===== src/ccr_pkg.sv =====
// Constants and types of the coherent subsystem clock and reset sequencer.
// Assumes a single 25 MHz system clock; all other clocks are modelled or sampled.
// Function
// - Power-on reset shared with fabric, from platform_manager.
// - Internal PLL makes 1.2 GHz core clock.
// - PLL reference selectable: platform_manager or fabric.
// - Some clocks are integer divisions of core.
// - User clocks 62.5-500 MHz; never 500 fabric-side.
// - User and coherent clocks treated mutually asynchronous.
// - Every reset input handled as asynchronous; reset_n_in here acts only at clk_in edges.
// - Power-on reset feeds only central controller logic.
// - No internal clock toggles before power-on release.
// - Sub-block reset registers come up holding reset.
// - No interconnect access while system reset asserted.
// - Software writes registers; sub-blocks released individually.
// - Each PCIe port has own fundamental reset.
// - Fundamental reset output is buffered input copy.

package ccr_pkg;

    // ************************************************************
    // Clocking figures
    // ************************************************************
    localparam int unsigned SYS_CLOCK_HZ      = 25_000_000;
    localparam int unsigned CORE_CLOCK_MHZ    = 1200;
    localparam int unsigned PLL_LOCK_TIME_NS  = 1000;
    localparam int unsigned PLL_LOCK_CYCLES   =
        (PLL_LOCK_TIME_NS * (SYS_CLOCK_HZ / 1_000_000) + 999) / 1000;
    localparam int unsigned CORE_DIV_DEFAULT  = 4;
    localparam int unsigned USER_CLK_MIN_KHZ  = 62_500;
    localparam int unsigned USER_CLK_MAX_KHZ  = 500_000;
    localparam int unsigned COHERENT_MIN_MHZ  = 100;
    localparam int unsigned COHERENT_MAX_MHZ  = 391;

    // ************************************************************
    // Sub-block resets
    // ************************************************************
    localparam int unsigned NUM_SUBBLOCKS     = 8;
    localparam logic [7:0]  SUBBLOCK_RST_INIT = 8'hFF;

    // ************************************************************
    // Types
    // ************************************************************
    typedef enum logic {
        CCR_REF_PLATFORM,
        CCR_REF_FABRIC
    } ccr_ref_e;

    // User clock settings: 62.5, 125, 250 and 500 MHz.
    typedef enum logic [1:0] {
        CCR_USER_62M5,
        CCR_USER_125M,
        CCR_USER_250M,
        CCR_USER_500M
    } ccr_user_e;

    typedef enum logic [1:0] {
        CCR_POR_HELD,
        CCR_PLL_LOCKING,
        CCR_CLOCKS_RUN
    } ccr_state_e;

    typedef struct packed {
        logic       valid;
        logic       write;
        logic [7:0] data;
    } ccr_ic_req_s;

    typedef struct packed {
        logic       ack;
        logic       refused;
        logic [7:0] data;
    } ccr_ic_rsp_s;

endpackage


===== src/ccr_clock_reset.sv =====
// Central clock and reset controller of the coherent subsystem.
// Assumes clk_in is free running; power-on, system and fundamental resets,
// and fabric coherent clocks arrive asynchronously from outside.
`timescale 1ns/1ps

module ccr_clock_reset #(
    parameter int unsigned CORE_DIV = ccr_pkg::CORE_DIV_DEFAULT
) (
    input  wire logic                  clk_in,
    input  wire logic                  reset_n_in,
    input  wire logic                  por_n_in,
    input  wire logic                  system_reset_in,
    input  wire ccr_pkg::ccr_ref_e     pll_ref_select_in,
    input  wire ccr_pkg::ccr_user_e    user_clock_setting_in,
    input  wire logic                  fabric_coherent_port0_clock,
    input  wire logic                  fabric_coherent_port1_clock,
    input  wire logic                  pcie_port0_fund_reset_in,
    input  wire logic                  pcie_port1_fund_reset_in,
    input  wire ccr_pkg::ccr_ic_req_s  ic_req_in,
    output ccr_pkg::ccr_ic_rsp_s       ic_rsp_out,
    output logic                       pll_locked_out,
    output ccr_pkg::ccr_ref_e          pll_ref_out,
    output logic                       core_clock_out,
    output logic                       core_div_clock_out,
    output logic                       pcie_port0_user_clock,
    output logic                       pcie_port1_user_clock,
    output logic [1:0]                 coherent_clock_seen_out,
    output logic [7:0]                 subblock_reset_out,
    output logic                       pcie_port0_fund_reset_buf,
    output logic                       pcie_port1_fund_reset_buf
);
    import ccr_pkg::*;

    // ************************************************************
    // Reset synchronisers
    // ************************************************************
    logic [1:0] por_sync;
    logic [1:0] sys_sync;
    logic       ctrl_reset;
    logic       sys_reset_active;

    // Power-on reset reaches only this controller; assert at once, release late.
    always_ff @(posedge clk_in or negedge por_n_in) begin
        if (!por_n_in) begin
            por_sync <= 2'h0;
        end else begin
            por_sync <= {por_sync[0], 1'b1};
        end
    end

    always_ff @(posedge clk_in or posedge system_reset_in) begin
        if (system_reset_in) begin
            sys_sync <= 2'h3;
        end else begin
            sys_sync <= {sys_sync[0], 1'b0};
        end
    end

    assign ctrl_reset       = !reset_n_in || !por_sync[1];
    assign sys_reset_active = sys_sync[1] || ctrl_reset;

    // ************************************************************
    // PLL sequencing
    // ************************************************************
    ccr_state_e  state;
    logic [15:0] lock_count;

    always_ff @(posedge clk_in) begin
        if (ctrl_reset) begin
            state      <= CCR_POR_HELD;
            lock_count <= 16'h0;
        end else begin
            unique case (state)
                CCR_POR_HELD: begin
                    state      <= CCR_PLL_LOCKING;
                    lock_count <= 16'h0;
                end
                CCR_PLL_LOCKING: begin
                    lock_count <= lock_count + 16'h1;
                    if (lock_count == 16'(PLL_LOCK_CYCLES - 1)) begin
                        state <= CCR_CLOCKS_RUN;
                    end
                end
                CCR_CLOCKS_RUN: begin
                    state <= CCR_CLOCKS_RUN;
                end
            endcase
        end
    end

    // The reference is caught while the PLL is parked, so it never swaps under lock.
    always_ff @(posedge clk_in) begin
        if (ctrl_reset) begin
            pll_ref_out <= CCR_REF_PLATFORM;
        end else if (state == CCR_POR_HELD) begin
            pll_ref_out <= pll_ref_select_in;
        end
    end

    always_ff @(posedge clk_in) begin
        if (ctrl_reset) begin
            pll_locked_out <= 1'b0;
        end else begin
            pll_locked_out <= (state == CCR_CLOCKS_RUN);
        end
    end

    // ************************************************************
    // Clock models
    // ************************************************************
    // The core and derived clocks are modelled as toggling levels at a scaled rate.
    logic [7:0] core_div_count;
    logic [7:0] user_div_count;
    logic [7:0] user_div;

    function automatic logic [7:0] user_divisor(input ccr_user_e setting);
        unique case (setting)
            CCR_USER_62M5: user_divisor = 8'h08;
            CCR_USER_125M: user_divisor = 8'h04;
            CCR_USER_250M: user_divisor = 8'h02;
            CCR_USER_500M: user_divisor = 8'h02;
        endcase
    endfunction

    assign user_div = user_divisor(user_clock_setting_in);

    always_ff @(posedge clk_in) begin
        if (ctrl_reset || state != CCR_CLOCKS_RUN) begin
            core_clock_out <= 1'b0;
        end else begin
            core_clock_out <= !core_clock_out;
        end
    end

    always_ff @(posedge clk_in) begin
        if (ctrl_reset || state != CCR_CLOCKS_RUN) begin
            core_div_count     <= 8'h0;
            core_div_clock_out <= 1'b0;
        end else if (core_div_count == 8'(CORE_DIV - 1)) begin
            core_div_count     <= 8'h0;
            core_div_clock_out <= !core_div_clock_out;
        end else begin
            core_div_count <= core_div_count + 8'h1;
        end
    end

    // Both user clocks share one setting; the 500 MHz code is held at 250 MHz.
    always_ff @(posedge clk_in) begin
        if (ctrl_reset || state != CCR_CLOCKS_RUN) begin
            user_div_count        <= 8'h0;
            pcie_port0_user_clock <= 1'b0;
            pcie_port1_user_clock <= 1'b0;
        end else if (user_div_count >= user_div - 8'h1) begin
            user_div_count        <= 8'h0;
            pcie_port0_user_clock <= !pcie_port0_user_clock;
            pcie_port1_user_clock <= !pcie_port1_user_clock;
        end else begin
            user_div_count <= user_div_count + 8'h1;
        end
    end

    // ************************************************************
    // Fabric coherent clock sampling
    // ************************************************************
    // Fabric clocks are unrelated to every internal clock, so each is only ever
    // seen through two flops and an edge is taken from the second and third.
    logic [1:0] coh_meta;
    logic [1:0] coh_sync;
    logic [1:0] coh_last;

    always_ff @(posedge clk_in) begin
        if (ctrl_reset) begin
            coh_meta <= 2'h0;
            coh_sync <= 2'h0;
            coh_last <= 2'h0;
        end else begin
            coh_meta <= {fabric_coherent_port1_clock, fabric_coherent_port0_clock};
            coh_sync <= coh_meta;
            coh_last <= coh_sync;
        end
    end

    always_ff @(posedge clk_in) begin
        if (ctrl_reset) begin
            coherent_clock_seen_out <= 2'h0;
        end else begin
            coherent_clock_seen_out <= coherent_clock_seen_out | (coh_sync ^ coh_last);
        end
    end

    // ************************************************************
    // Sub-block reset register on the internal interconnect
    // ************************************************************
    logic [7:0] subblock_reset;

    always_ff @(posedge clk_in) begin
        if (ctrl_reset) begin
            subblock_reset <= SUBBLOCK_RST_INIT;
        end else if (ic_req_in.valid && ic_req_in.write && !sys_reset_active) begin
            subblock_reset <= ic_req_in.data;
        end
    end

    always_ff @(posedge clk_in) begin
        if (ctrl_reset) begin
            ic_rsp_out <= '0;
        end else begin
            ic_rsp_out.ack     <= ic_req_in.valid && !sys_reset_active;
            ic_rsp_out.refused <= ic_req_in.valid && sys_reset_active;
            ic_rsp_out.data    <= (ic_req_in.valid && !sys_reset_active && !ic_req_in.write)
                                  ? subblock_reset : 8'h0;
        end
    end

    // Sub-blocks also stay in reset until the clocks they run on are alive.
    // Power-on reset reaches the sub-block resets at once, with no clock edge needed,
    // so a sub-block never runs on after the controller itself has been reset.
    always_ff @(posedge clk_in or negedge por_n_in) begin
        if (!por_n_in) begin
            subblock_reset_out <= SUBBLOCK_RST_INIT;
        end else if (ctrl_reset) begin
            subblock_reset_out <= SUBBLOCK_RST_INIT;
        end else begin
            subblock_reset_out <= subblock_reset
                                | {8{state != CCR_CLOCKS_RUN}};
        end
    end

    // ************************************************************
    // Fundamental resets
    // ************************************************************
    // A plain buffer: the reset must reach the PHY even with no clock running.
    assign pcie_port0_fund_reset_buf = pcie_port0_fund_reset_in;
    assign pcie_port1_fund_reset_buf = pcie_port1_fund_reset_in;

endmodule


===== config.mk =====
export PLATFORM = sky130hd
export DESIGN_NAME = ccr_clock_reset
export DESIGN_NICKNAME = d
export VERILOG_FILES = /design/src/ccr_pkg.sv /design/src/ccr_clock_reset.sv
export SDC_FILE = /design/constraint.sdc
export NUM_CORES = 1
export LEC_CHECK = 0
export ABC_CLOCK_PERIOD_IN_PS = 3000
export BUFFER_PORTS_ARGS = -buffer_cell sky130_fd_sc_hd__buf_2
export CAP_MARGIN = 20
export CORE_MARGIN = 2
export CORE_UTILIZATION = 55
export CTS_BUF_LIST = sky130_fd_sc_hd__clkbuf_4 sky130_fd_sc_hd__clkbuf_8
export DETAILED_ROUTE_END_ITERATION = 6
export PLACE_DENSITY = 0.81
export SLEW_MARGIN = 40
export SYNTH_ARGS = -nofsm -noshare
export SYNTH_HDL_FRONTEND = slang
export SYNTH_SLANG_ARGS = --single-unit

===== constraint.sdc =====
create_clock -name clk_in -period 3 [get_ports clk_in]
set_input_delay 0.3 -clock clk_in [delete_from_list [all_inputs] [get_ports clk_in]]
set_output_delay 0.3 -clock clk_in [all_outputs]
set_load 0.05 [all_outputs]

### Word-level counts from Yosys, hierarchy flattened

Cells that the tools add are included.

| storage, ports and cells | value |
|---|---|
| register bits | 78 |
| bits of input ports | 21 |
| output and inout port bits | 28 |
| logic and storage cells | 67 |

| operators by class | value |
|---|---|
| add/subtract/negate cells | 4 |
| magnitude comparators | 1 |
| eq/ne operators | 9 |
| mux-type cells | 5 |
| bitwise logic cells | 4 |
| reductions and logical operators | 23 |

Operator list:

| kind | count |
|---|---|
| 16-bit one-hot mux with 2 select lines | 1 |
| 8-bit one-hot mux with 3 select lines | 1 |
| 16-bit by 1-bit adder with 16-bit output (second input constant) | 1 |
| 8-bit by 1-bit adder with 8-bit output (second input constant) | 2 |
| 16-bit by 5-bit == test with 1-bit output (second input constant) | 1 |
| 8-bit by 2-bit == test with 1-bit output (second input constant) | 1 |
| 8-bit greater-or-equal comparator | 1 |
| 1-bit logical NOT | 8 |
| 8-bit 2-to-1 mux | 1 |
| 8-bit OR | 1 |
| 2-bit OR reduction | 4 |
| 8-bit by 1-bit subtractor with 8-bit output (second input constant) | 1 |
| 2-bit == test (second input constant) | 3 |
| 2-bit one-hot mux with 3 select lines | 1 |
| 1-bit logical AND | 5 |
| 2-bit by 1-bit == test with 1-bit output (second input constant) | 2 |
| 2-bit logical NOT | 2 |
| 2-bit != test (second input constant) | 2 |
| 1-bit logical OR | 3 |
| 2-bit 2-to-1 mux | 1 |
| 2-bit OR | 1 |
| 2-bit nonzero test | 1 |
| 2-bit XOR | 1 |
| 1-bit inverter | 1 |

### Depth between registers and ports, before layout

| logic depth | value |
|---|---|
| depth after elaboration | 8 |
| depth in mapped cells | 7 |
| depth with buffers taken out | 6 |

### Least setup slack after synthesis

OpenSTA, ideal clock, no wires.

| timing path | value |
|---|---|
| path kind | register -> register |
| start | reg state[1] |
| end | reg lock_count[9] |
| library setup time | 64 ps |
| data arrival time | 1483 ps |
| required time | 2936 ps |
| slack | 1453 ps |
| cell stages (with the launch flop) | 7 |
| buffers on the path | 0 |
| period minus slack after synthesis | 1547 ps |
| path through | dfxtp_1 > inv_1 > ha_1 > nand3_1 > nor3_1 > mux2_2 > nor2_1 |

| between the ends | value |
|---|---|
| longest elaborated chain between the ends | 2 |
| elaborated cells on any way between the ends | 4 |
| those cells by class | eq/ne (1); mux (1); reduce/logical (2) |

RTL lines:

| element | line | source |
|---|---|---|
| start, declared | ccr_clock_reset.sv:65 | `ccr_state_e state;` |
| start signal, assigned | ccr_clock_reset.sv:70 | `state <= CCR_POR_HELD;` |
| start signal, assigned | ccr_clock_reset.sv:75 | `state <= CCR_PLL_LOCKING;` |
| start signal, assigned | ccr_clock_reset.sv:81 | `state <= CCR_CLOCKS_RUN;` |
| 2-bit by 1-bit == test with 1-bit output / 2-bit logical NOT (equally long branches) | ccr_clock_reset.sv:73 | `unique case (state)` |
| 16-bit one-hot mux with 2 select lines / 2-bit nonzero test (equally long branches) | - |  |
| end signal, assigned | ccr_clock_reset.sv:79 | `lock_count <= lock_count + 16'h1;` |
| end, declared | ccr_clock_reset.sv:66 | `logic [15:0] lock_count;` |

Parallel ways exist; a longest one is shown, timed or not.
A chain may end at the register's enable or synchronous reset.

### Worst setup path after layout

Ends and elaborated chain as after synthesis.

==> results.sh <==
export IMPL_critPathTopFamily="simple AND/OR/NAND/NOR gates"
export IMPL_ios=49
export IMPL_ys_async_sr_fraction_pct=15.4
export IMPL_numCtsBuffers=9
export IMPL_clk_pin_slew_ps=70
export IMPL_track_usage_pct=20.1
export IMPL_core_rowCount=26
export IMPL_path_class="flop to flop"
export IMPL_path_buf_inv=1
export IMPL_synth_edff_count=0
export IMPL_wl_per_cell_um=13.2
export IMPL_insertion_delay_ps=340
export IMPL_grt_pass1_vias=2195
export IMPL_power_total_w=0.00188
export IMPL_utilization_pct=67.0
export IMPL_viasPerCell=5.36
export IMPL_synth_area_sq_um=3020
export IMPL_synth_seq_cells=78
export IMPL_h_tree_depth=3
export IMPL_rsz0062_at_grt="false"
export IMPL_slowest_delay_ps=450
export IMPL_max_slew_worst_pin_slew_ps=519
export IMPL_regToRegSetupSlack_ps=930
export IMPL_die_h_um=78.1
export IMPL_cts_tree="built"
export IMPL_ys_flop_type="dfxtp_1"
export IMPL_slew_headroom_pct=65.2
export IMPL_routabilityCongestion=0.863
export IMPL_vias=2322
export IMPL_grt_pass1_wl_um=9690
export IMPL_drv_slew=0
export IMPL_fin_skew_ps=8.78
export IMPL_avgSynthCellArea_sq_um=9.85
export IMPL_ys_seq_area_share_pct=54.1
export IMPL_cts_buffer_depth=2
export IMPL_final_cell_mix="dfxtp_1 (66), buf_2 (44), nand3_1 (33)"
export IMPL_final_nets=389
export IMPL_critPathMaxFanout=14
export IMPL_cpMaxStageDelayCell="ha_1"
export IMPL_portBuffers=44
export IMPL_diodes=0
export IMPL_initial_core_util_pct=58.1
export IMPL_clkSinkCount=78
export IMPL_grt_ovfl_total=0
export IMPL_hold_violations=0
export IMPL_cap_viol_max_count=0
export IMPL_syn_inst=307
export IMPL_hp_class="primary input to flop"
export IMPL_first_pass_iters=4
export IMPL_ir_drop_uv=408
export IMPL_period_share_pct=69.0
export IMPL_die_x_um=78.1
export IMPL_hpwl_um=4010
export IMPL_tns_ps=0
export IMPL_drc=0
export IMPL_path_cells="inv_1 -> ha_1 -> nand3_1 -> nor3_1 -> mux2_2 -> nor2_1"
export IMPL_layout_drive_gt1_share_pct=22.3
export IMPL_layout_commonest_cell="dfxtp_1"
export IMPL_postCtsSetupRepairBufs=0
export IMPL_p_per_area_nw_per_um2=538
export IMPL_power_leakage_nw=1.50
export IMPL_ys_warn_count=0
export IMPL_design_die_area_sq_um=6110
export IMPL_fin_crit_ps=2070
export IMPL_yosysUniqueCellTypes=52
export IMPL_fillers=447
export IMPL_cts_root_buf="clkbuf_8"
export IMPL_areaGrowthSynthToFinish_pct=15.3
export IMPL_grt_max_degree=19
export IMPL_coreArea_sq_um=5200
export IMPL_critPathCaptureType="flop"
export IMPL_drt_iter0_drc=96
export IMPL_ant_nets=0
export IMPL_arrival_ps=2340
export IMPL_cp_required_ps=3270
export IMPL_start_kind="flop"
export IMPL_antenna_found_initial=0
export IMPL_setup_viol=0
export IMPL_drt_wl_total_um=5710
export IMPL_status="complete, no violations"
export IMPL_fmax_mhz=483
==> where the power goes <==
group	internal, W	switching, W
clock	0.000371	0.000345
combinational	0.0000339	0.0000657
sequential	0.00105	0.00000718
==> metrics by stage <==
step | hold slack, ps | cell area [sq um] | instances | setup slack [ps]
finish | 199 | 3490 | 433 | 929
global route | 204 | 3490 | 433 | 716
global placement | 168 | 3280 | 415 | 1080
CTS | 186 | 3490 | 433 | 937
detailed placement | 176 | 3280 | 415 | 969
floorplan | 4.41 | 3040 | 311 | 1450
==> timing repair <==
item | CTS | global route
gates resized for setup | 0 | 0
hold buffers | 2 | 0
hold endpoints to repair | 4 | 0
==> registers in the layout (all words and copies together), names as in the netlist <==
| name | count |
|---|---|
| ic_rsp_out | 10 |
| sys_sync | 2 |
| lock_count | 16 |
| user_div_count | 8 |
| subblock_reset | 8 |
| core_clock_out | 1 |
| coh_meta | 2 |
| pcie_port0_user_clock | 1 |
| coh_last | 2 |
| pll_locked_out | 1 |
| por_sync | 2 |
| state | 2 |
| subblock_reset_out | 8 |
| core_div_clock_out | 1 |
| pll_ref_out | 1 |
| core_div_count | 8 |
| coherent_clock_seen_out | 2 |
| pcie_port1_user_clock | 1 |
| coh_sync | 2 |
==> worst register-to-register path, delay by kind of cell (launching register included) <==
| family | cells | cell delay [ps] |
|---|---|---|
| adders and majority gates | 1 | 450 |
| buffers and inverters | 1 | 90 |
| DFF | 1 | 330 |
| muxes | 1 | 390 |
| and+or+nand+nor | 3 | 740 |
==> cells in the mapped netlist (3+ instances only) <==
cell,count,area [sq um]
a21oi_1,10,50.1
and2_1,9,56.3
and3_1,11,68.8
buf_4,3,22.5
clkbuf_1,3,11.3
dfstp_2,10,263
dfxtp_1,66,1320
ha_1,10,125
inv_1,8,30.0
nand2_1,21,78.8
nand2b_1,9,56.3
nand3_1,33,165
nand4_1,3,18.8
nor2_1,30,113
nor3_1,11,55.1
nor4_1,3,18.8
o211ai_1,4,30.0
o21ai_0,3,15.0
or3_1,4,25.0
xnor2_1,5,43.8
xor2_1,9,78.8
==> metal layers <==
metal / global-route usage [%] / wire [um] / vias up
li1: - / - / 1160
met1: 24.7 / 2530 / 1098
met2: 33.4 / 2840 / 57
met3: 5.29 / 280 / 7
met4: 8.95 / 70 / 0
met5: 0 / 0 / -
==> logic make-up (layout without fill, tap and decap cells) <==
group                      Yosys count  count (layout)  synth area share [%]
and+or+nand+nor                    148             148                  25.5
DFF                                 78              78                  54.1
AOI/OAI and AO/OA                   33              33                  7.62
buffers and inverters               19              71                  3.31
xor gates and xnor gates            14              14                  4.06
adders and majority gates           10              10                  4.14
muxes                                3               3                  1.08
other                                2               6                 0.248
==> final timing paths <==
check	from	to	depth (start not counted)
max reg2reg	state[1]$_SDFFE_PP0P_	lock_count[9]$_SDFFE_PP0P_	6
min reg2reg	por_sync[0]$_DFF_PN0_	por_sync[1]$_DFF_PN0_	0
min in group asynchronous	por_n_in	por_sync[1]$_DFF_PN0_	2
max	state[1]$_SDFFE_PP0P_	lock_count[9]$_SDFFE_PP0P_	6
min	ic_req_in[5]	subblock_reset[5]$_SDFFE_PP1P_	3
max in group asynchronous	por_n_in	subblock_reset_out[7]$_DFF_PN1_	2
==> area by class of cell <==
cell class	count	area (sq um)	area share, %
Sequential cell	78	1630	46.9
Multi-Input combinational cell	214	1300	37.4
Timing Repair Buffer	47	248	7.11
Clock buffer	15	175	5.03
Tap cell	70	87.6	2.51
Inverter	8	30.0	0.861
Clock inverter	1	7.51	0.215
Power figures use the tool's default switching activity.
